$ cat src/logic/pwm_pkg.sv
`default_nettype none
package pwm_pkg;
    // ----------------------------------------------------------------
    // Register indices (byte address = 4 * index)
    // ----------------------------------------------------------------
    localparam logic [7:0] IDX_CFG = 8'hD1;
    localparam logic [7:0] IDX_CTRL = 8'hD2;
    localparam logic [7:0] IDX_PRD = 8'hD3;
    localparam logic [7:0] IDX_LOW = 8'hD4;
    localparam logic [7:0] IDX_DTY0 = 8'hD5;
    localparam logic [7:0] IDX_DTY1 = 8'hD6;
    localparam logic [7:0] IDX_DTY2 = 8'hD7;
    localparam logic [7:0] IDX_MODEB = 8'hDC;
    localparam logic [7:0] IDX_DEAD = 8'hDD;
    localparam logic [7:0] IDX_CH4 = 8'hDE;
    localparam logic [7:0] IDX_CH5 = 8'hDF;
    localparam logic [7:0] IDX_ISTAT = 8'hE0;
    localparam logic [7:0] IDX_IMASK = 8'hE1;
    // ----------------------------------------------------------------
    // Field positions and reset values
    // ----------------------------------------------------------------
    localparam int EN_BIT = 7;
    localparam int FLAG_BIT = 6;
    localparam int MODE_BIT = 7;
    localparam int CKS_LSB = 6;
    localparam int PRDLO_LSB = 6;
    localparam int PDF_LSB = 4;
    localparam int PDR_LSB = 0;
    localparam logic [7:0] MODEB_MASK = 8'hBF;
    localparam logic [7:0] RST_BYTE = 8'h00;
    localparam logic [23:0] PAD_ZERO = 24'h000000;
    // Prescaler terminal counts for fosc/1, /2, /8, /32
    localparam logic [4:0] LIM_DIV1 = 5'h00;
    localparam logic [4:0] LIM_DIV2 = 5'h01;
    localparam logic [4:0] LIM_DIV8 = 5'h07;
    localparam logic [4:0] LIM_DIV32 = 5'h1F;
    localparam logic [4:0] PRE_ONE = 5'h01;
    localparam logic [9:0] CNT_ONE = 10'h001;
    localparam logic [3:0] DT_ONE = 4'h1;
    // ----------------------------------------------------------------
    // Whole block state
    // ----------------------------------------------------------------
    typedef struct packed {
        logic en;
        logic [1:0] cks;
        logic [5:0] inv;
        logic [7:0] prdHigh;
        logic [7:0] lowBits;
        logic [2:0][7:0] dutyHigh;
        logic [7:0] modeB;
        logic [7:0] deadCfg;
        logic [7:0] ch4Duty;
        logic [7:0] ch5Duty;
        logic [2:0][9:0] actDuty;
        logic [9:0] actPrd;
        logic [4:0] pre;
        logic [9:0] cnt;
        logic [5:0][3:0] dc;
        logic [5:0] o;
        logic [5:0] out;
        logic flag;
        logic mask;
        logic irq;
        logic pready;
        logic pslverr;
        logic [31:0] prdata;
    } state_t;
endpackage : pwm_pkg
`default_nettype wire

$ cat src/logic/complementary_pwm_dead_time.sv
// Functional notes
// - With the mode bit set, outputs pair 0/3, 1/4, 2/5 and each pair uses duty 0, 1 or 2.
// - In complementary mode channel 4/5 duty registers are ignored and channel 3's is the dead-time register.
// - Dead time keeps the two outputs of a pair from ever being active together.
// - Each 10-bit duty is the 8-bit high byte plus 2 shared low bits; active width is that many counts.
// - The shared low register holds period bits in 7-6 and duty 2, 1, 0 low bits in 5-4, 3-2, 1-0.
// - Secondary outputs 3-5 rise after a falling-edge dead time of bits 7-4 in oscillator clocks.
// - Primary outputs 0-2 rise after a rising-edge dead time of bits 3-0 in oscillator clocks.
// - A new duty takes effect only from the next period.
// - A new period takes effect only from the next period.
// - Each output invert bit at 1 inverts that channel's waveform.
// - The counter wraps to zero after reaching the period value, giving period plus one counts.
// - The prescale code selects a count clock of fosc divided by 1, 2, 8 or 32.
// - Every wrap sets the shared overflow flag, which raises the interrupt when enabled.
// - Clearing the module enable stops the unit and zeroes the counter.
//
// Register access over APB was chosen for this implementation.
`default_nettype none
module complementary_pwm_dead_time #(
    parameter int ADDR_W = 12
) (
    input wire logic clk,
    input wire logic rstn,
    input wire logic psel,
    input wire logic penable,
    input wire logic pwrite,
    input wire logic [ADDR_W-1:0] paddr,
    input wire logic [31:0] pwdata,
    output logic pready,
    output logic [31:0] prdata,
    output logic pslverr,
    output logic [5:0] pwmOut,
    output logic irq
);
    pwm_pkg::state_t q_r;
    pwm_pkg::state_t q_nxt;
    logic access;
    logic wrEn;
    logic mapped;
    logic tick;
    logic wrap;
    logic compMode;
    logic [7:0] idx;
    logic [7:0] wbyte;
    logic [7:0] rbyte;
    logic [5:0] raw;
    logic [5:0][3:0] dly;
    logic [2:0][9:0] dutyReg;

    function automatic logic [4:0] preLimit(input logic [1:0] cks);
        case (cks)
            2'h0: preLimit = pwm_pkg::LIM_DIV1;
            2'h1: preLimit = pwm_pkg::LIM_DIV2;
            2'h2: preLimit = pwm_pkg::LIM_DIV8;
            default: preLimit = pwm_pkg::LIM_DIV32;
        endcase
    endfunction : preLimit

    assign pready = q_r.pready;
    assign prdata = q_r.prdata;
    assign pslverr = q_r.pslverr;
    assign pwmOut = q_r.out;
    assign irq = q_r.irq;

    // ----------------------------------------------------------------
    // Register decode and readback
    // ----------------------------------------------------------------
    always_comb
    begin
        idx = paddr[9:2];
        mapped = 1'b1;
        rbyte = pwm_pkg::RST_BYTE;
        case (idx)
            pwm_pkg::IDX_CFG: rbyte = {q_r.cks, q_r.inv};
            pwm_pkg::IDX_CTRL:
            begin
                rbyte[pwm_pkg::EN_BIT] = q_r.en;
                rbyte[pwm_pkg::FLAG_BIT] = q_r.flag;
            end
            pwm_pkg::IDX_PRD: rbyte = q_r.prdHigh;
            pwm_pkg::IDX_LOW: rbyte = q_r.lowBits;
            pwm_pkg::IDX_DTY0: rbyte = q_r.dutyHigh[0];
            pwm_pkg::IDX_DTY1: rbyte = q_r.dutyHigh[1];
            pwm_pkg::IDX_DTY2: rbyte = q_r.dutyHigh[2];
            pwm_pkg::IDX_MODEB: rbyte = q_r.modeB;
            pwm_pkg::IDX_DEAD: rbyte = q_r.deadCfg;
            pwm_pkg::IDX_CH4: rbyte = q_r.ch4Duty;
            pwm_pkg::IDX_CH5: rbyte = q_r.ch5Duty;
            pwm_pkg::IDX_ISTAT: rbyte = {7'h00, q_r.flag};
            pwm_pkg::IDX_IMASK: rbyte = {7'h00, q_r.mask};
            default: mapped = 1'b0;
        endcase
        if (paddr[1:0] != 2'h0 || paddr[ADDR_W-1:10] != '0)
        begin
            mapped = 1'b0;
        end
    end

    // ----------------------------------------------------------------
    // Next state
    // ----------------------------------------------------------------
    always_comb
    begin
        q_nxt = q_r;
        wbyte = pwdata[7:0];
        access = psel && penable;
        // Write lands on the edge where pready is seen high
        wrEn = access && q_r.pready && pwrite && mapped;
        compMode = q_r.modeB[pwm_pkg::MODE_BIT];
        // Reaching or passing the limit ticks, so a smaller prescale
        // written mid-count cannot stall the counter until pre wraps
        tick = q_r.en && (q_r.pre >= preLimit(q_r.cks));
        wrap = tick && (q_r.cnt == q_r.actPrd);
        for (int i = 0; i < 3; i++)
        begin
            dutyReg[i] = {q_r.dutyHigh[i], q_r.lowBits[2*i +: 2]};
            raw[i] = q_r.en && (q_r.cnt < q_r.actDuty[i]);
            // Secondary is the primary's complement; channel 4/5 duty
            // storage plays no part here
            raw[i+3] = compMode && q_r.en && !raw[i];
            dly[i] = q_r.deadCfg[pwm_pkg::PDR_LSB +: 4];
            dly[i+3] = q_r.deadCfg[pwm_pkg::PDF_LSB +: 4];
        end

        // One-wait-state slave: one extra access cycle to register data
        q_nxt.pready = access && !q_r.pready;
        if (access && !q_r.pready)
        begin
            q_nxt.pslverr = !mapped;
            q_nxt.prdata = pwrite ? 32'h00000000 : {pwm_pkg::PAD_ZERO, rbyte};
        end
        else
        begin
            q_nxt.pslverr = 1'b0;
        end

        if (wrEn)
        begin
            case (idx)
                pwm_pkg::IDX_CFG:
                begin
                    q_nxt.cks = wbyte[pwm_pkg::CKS_LSB +: 2];
                    q_nxt.inv = wbyte[5:0];
                end
                pwm_pkg::IDX_CTRL: q_nxt.en = wbyte[pwm_pkg::EN_BIT];
                pwm_pkg::IDX_PRD: q_nxt.prdHigh = wbyte;
                pwm_pkg::IDX_LOW: q_nxt.lowBits = wbyte;
                pwm_pkg::IDX_DTY0: q_nxt.dutyHigh[0] = wbyte;
                pwm_pkg::IDX_DTY1: q_nxt.dutyHigh[1] = wbyte;
                pwm_pkg::IDX_DTY2: q_nxt.dutyHigh[2] = wbyte;
                pwm_pkg::IDX_MODEB: q_nxt.modeB = wbyte & pwm_pkg::MODEB_MASK;
                pwm_pkg::IDX_DEAD: q_nxt.deadCfg = wbyte;
                pwm_pkg::IDX_CH4: q_nxt.ch4Duty = wbyte;
                pwm_pkg::IDX_CH5: q_nxt.ch5Duty = wbyte;
                pwm_pkg::IDX_IMASK: q_nxt.mask = wbyte[0];
                default: q_nxt.mask = q_r.mask;
            endcase
        end

        // Counter, prescaler and period-boundary reload
        if (!q_r.en)
        begin
            q_nxt.pre = '0;
            q_nxt.cnt = '0;
        end
        else if (tick)
        begin
            q_nxt.pre = '0;
            q_nxt.cnt = wrap ? '0 : q_r.cnt + pwm_pkg::CNT_ONE;
        end
        else
        begin
            q_nxt.pre = q_r.pre + pwm_pkg::PRE_ONE;
        end
        // Shadows follow software while stopped, so a start uses fresh values
        if (!q_r.en || wrap)
        begin
            q_nxt.actDuty = dutyReg;
            q_nxt.actPrd = {q_r.prdHigh, q_r.lowBits[pwm_pkg::PRDLO_LSB +: 2]};
        end

        // Set beats a same-cycle write-one-to-clear
        if (wrap)
        begin
            q_nxt.flag = 1'b1;
        end
        else if (wrEn && idx == pwm_pkg::IDX_ISTAT && wbyte[0])
        begin
            q_nxt.flag = 1'b0;
        end
        q_nxt.irq = q_r.flag && q_r.mask;

        // Dead time: only rising edges are delayed, falls are immediate,
        // so complementary raw levels can never overlap at the output
        for (int i = 0; i < 6; i++)
        begin
            q_nxt.o[i] = raw[i] && (q_r.dc[i] >= dly[i]);
            if (!raw[i])
            begin
                q_nxt.dc[i] = '0;
            end
            else if (q_r.dc[i] < dly[i])
            begin
                q_nxt.dc[i] = q_r.dc[i] + pwm_pkg::DT_ONE;
            end
        end
        q_nxt.out = q_r.o ^ q_r.inv;
    end

    always_ff @(posedge clk or negedge rstn)
    begin
        if (!rstn)
        begin
            q_r <= '0;
        end
        else
        begin
            q_r <= q_nxt;
        end
    end
endmodule : complementary_pwm_dead_time
`default_nettype wire

$ cat config.mk
export PLATFORM = sky130hd
export DESIGN_NAME = complementary_pwm_dead_time
export DESIGN_NICKNAME = d
export VERILOG_FILES = /design/src/logic/pwm_pkg.sv /design/src/logic/complementary_pwm_dead_time.sv
export SDC_FILE = /design/constraint.sdc
export NUM_CORES = 1
export LEC_CHECK = 0
export BUFFER_PORTS_ARGS = -buffer_cell sky130_fd_sc_hd__buf_4
export CAP_MARGIN = 20
export CORE_MARGIN = 3
export CORE_UTILIZATION = 50
export DETAILED_ROUTE_END_ITERATION = 16
export PLACE_DENSITY = 0.79
export SETUP_SLACK_MARGIN = 0.1
export SLEW_MARGIN = 20
export SYNTH_ARGS = -nofsm -noshare
export SYNTH_HDL_FRONTEND = slang
export SYNTH_SLANG_ARGS = --single-unit
$ cat constraint.sdc
create_clock -name clk -period 3.22 [get_ports clk]
set_input_delay 0.161 -clock clk [delete_from_list [all_inputs] [get_ports clk]]
set_output_delay 0.161 -clock clk [all_outputs]
set_load 0.01 [all_outputs]
==> summary.txt <==
CTS
  • Clock Pin Slew Worst Setup and Hold Paths: roughly 0.07 ns
  • Clk root buf: clkbuf_16
  • Total CTS buffers: 17
  • CTS Buffer Depth: 2
  • Post-CTS setup buffers: 0
  • Sink Count: 184
  • CTS tree: built
  • Htree depth: 4
  • Clock latency on the worst-skew pair: between 0.4 and 0.5 ns

Cells and area
  • Final-layout fill cell count: 1,613
  • Synth-to-Final Area Change: 10.20%
  • Inserted Diodes: 0
  • Layout cells sized above 1: 25.74%
  • Nets: 1,013
  • Non-filler cells, final: around 1,200

Critical path
  • Crit-path cells: or2_2, ha_1, nor2b_1, o21ai_0, a31oi_1, o21ai_4, buf_4, mux2_2
  • Critical Path Start Type: register
  • Buf/Inv on CP: 1
  • Max Fanout on Critical Path: 26
  • CP top delay family: compound AO/OA/AOI/OAI gates
  • Required @ worst endpoint: between 3 and 4 ns
  • WP depth: 8
  • Worst EP arrival: 2.89 ns
  • CP max stage delay: 0.51 ns
  • Critical path type: register to register
  • Critical path's slowest cell: a31oi_1
  • Crit. End Element: register
  • Cells on worst reg2reg path: 8

Floorplan
  • Ports: 90
  • FP Rows: approximately 50
  • Initial core utilization: between 50% and 60%
  • Die X: roughly 150 um
  • Core area: 19,650 um^2
  • Die Ht: 147.9 um
  • Die area: 21,880 um^2

Logic synthesis
  • Seq/Total Area, Yosys: a little under half
  • Top_reg_cell synth: dfrtp_1
  • Yosys warns: 0
  • Yosys cell types: 67
  • Number of synthesized flops with an enable pin: 0
  • Post-synth ARST share: 100.0%
  • Syn Std Cell Area: 10,070 um^2
  • Flops & latches, synth: 184
  • Mapped Cells: 874
  • Avg Inst Size Synth: 11.52 um^2

Placed design
  • Hpwl dp: ~17,000 um
  • Final GP Congestion: 0.8878
  • Port buffer count: 41
  • Cell count after placement: 1,143

Timing
  • Setup TNS Final: 0 ns
  • Final hold viol count: 0
  • Max frequency: 388.5 MHz
  • Worst clock skew: 0.008583 ns
  • Final setup fails: 0
  • Crit path time final: about 2.6 ns
  • Final slew viol count: 0
  • Slew of the pin with the lowest slew margin: about 0.77 ns
  • Rel. slew slack: 48.38%
  • Final period utilization: 79.94%
  • RSZ-0062 raised after global routing: no

Global route
  • Vias in the first global route: 6,939
  • Initial antenna violation count: 0
  • Gr usage total: ~22%
  • First-pass GRT wire length: 37,870 um
  • Remaining global-route overflow: 0
  • Largest net degree at the start of global routing: 95

Drt
  • 1st-pass router iterations: 7
  • Drc violations: 0
  • DR WL/cell: 19.94 um
  • Vias per cell: approximately 6
  • Number of nets with antenna violations after routing: 0
  • DR iter-0 viols: 525
  • DRT Wirelength: 23,490 um
  • Via count: ~7,000

Worst hold path
  • WHS Path Cells: 2
  • Hold Path Class: input port to register

Run status
  • Status: finished, final reports clean

Pwr
  • Peak VDD IR: 0.0003996 V
  • Leakage: approximately 5.3 nW
  • Power Density: 417.9 nW/um^2

Run
  • Max-capacitance violation count: 0
[what timing repair did]
item	in CTS	in global routing
endpoints found under the hold margin	92	0
resized for setup	0	0
hold buffers	3	0
[where the power goes]
group	switching, mW	internal [mW]
Sequential	0.000607	2.31
Clock	0.926	1.22
Combinational	0.130	0.0458
[metal layers]
metal	vias to the layer above	routed length, um	GRT usage [%]
li1	3205	-	-
met1	3520	10360	30.62
met2	267	10940	34.46
met3	56	1369	4.016
met4	0	818	8.637
met5	-	0	0
[cell type report]
class | count | area (um^2) | share of cell area [%]
Clock inverter | 15 | 173.9 | 1.567
Timing Repair Buffer | 55 | 439.2 | 3.958
Tap cell | 265 | 331.6 | 2.988
Sequential cell | 184 | 4604 | 41.50
Clock buffer | 17 | 425.4 | 3.834
Inverter | 52 | 195.2 | 1.759
Multi-Input combinational cell | 590 | 4926 | 44.40
[per-stage QoR]
| stage | util, % | setup slack [ns] | hold WS [ns] | cell area (um^2) | power [mW] |
|---|---|---|---|---|---|
| 3_5_place_dp | 53.25 | 0.5186 | 0.2873 | 10470 | 2.528 |
| 4_1_cts | 56.46 | 0.6531 | 0.03958 | 11100 | 4.653 |
| 2_1_floorplan | - | 0.7677 | -0.1346 | 10150 | 2.453 |
| 5_1_grt | 56.46 | 0.4837 | 0.05815 | 11100 | 4.770 |
| 6_report | 56.46 | 0.6458 | 0.05495 | 11100 | 4.637 |
| 3_3_place_gp | 53.25 | 0.5488 | 0.2879 | 10470 | 2.528 |
[synth_stat cells (10+ instances only)]
master / n / area share [%]
dfrtp_1: 184 / 46
o21ai_0: 41 / 2.0
buf_4: 41 / 3.1
nand3_1: 33 / 1.6
nor2_1: 24 / 0.89
a21oi_1: 15 / 0.75
nand4_1: 12 / 0.75
clkbuf_1: 10 / 0.37
nand2_1: 32 / 1.2
o21a_1: 17 / 1.3
nor2b_1: 10 / 0.62
inv_1: 52 / 1.9
mux2_2: 130 / 15
buf_2: 10 / 0.50
a221oi_1: 17 / 1.5
xor2_1: 24 / 2.1
ha_1: 64 / 8.0
[final timing paths]
| check | from | end | slack, ns |
|---|---|---|---|
| min reg2reg | q_r[45]$_DFF_PN0_ | pwmOut[2]$_DFF_PN0_ | 0.44 |
| min in group asynchronous | rstn | q_r[200]$_DFFE_PN0P_ | 0.37 |
| max | q_r[207]$_DFFE_PN0P_ | q_r[98]$_DFFE_PN0P_ | 0.65 |
| min | pwdata[1] | dutyReg[3]$_DFFE_PN0P_ | 0.05 |
| max in group asynchronous | rstn | dutyReg[27]$_DFFE_PN0P_ | 2.02 |
| max reg2reg | q_r[207]$_DFFE_PN0P_ | q_r[98]$_DFFE_PN0P_ | 0.65 |
[cells in the final DEF, fill, tap and decap left out, types with 5 or more instances in the layout]
| cell type | count |
|---|---|
| dfrtp_1 | 184 |
| mux2_2 | 130 |
| ha_1 | 64 |
| inv_1 | 52 |
| buf_4 | 50 |
| o21ai_0 | 40 |
| nand3_1 | 33 |
| nand2_1 | 32 |
| xor2_1 | 24 |
| nor2_1 | 24 |
| conb_1 | 24 |
| o21a_1 | 17 |
| a221oi_1 | 17 |
| clkbuf_16 | 17 |
| a21oi_1 | 15 |
| nand4_1 | 12 |
| nor2b_1 | 10 |
| a211oi_1 | 9 |
| a21o_1 | 8 |
| or3_1 | 8 |
| mux2i_1 | 8 |
| o31ai_1 | 8 |
| mux4_2 | 7 |
| and3_1 | 6 |
| and4_1 | 6 |
| nor3_1 | 6 |
| or4_1 | 6 |
| and2_1 | 5 |
| clkinv_2 | 5 |
[logic make-up (layout without fill, tap and decap cells)]
group / after synthesis / in the layout / synth area share (%)
AOI/OAI and AO/OA: 154 / 154 / 10.72
xor gates and xnor gates: 27 / 27 / 2.349
DFF: 184 / 184 / 45.73
muxes: 145 / 145 / 16.90
buffers and inverters: 123 / 139 / 6.313
other: 1 / 24 / 0.03725
and+or+nand+nor: 176 / 176 / 9.991
adders and majority gates: 64 / 64 / 7.953
[registers in the layout, indices dropped and copies added, names as in the netlist]
name and flops:
prdata 8, pwmOut 6, dly 8, q_r 128
irq 1, pready 1, compMode 1, dutyReg 30
pslverr 1
No activity file was read; power rests on OpenSTA's default activity.
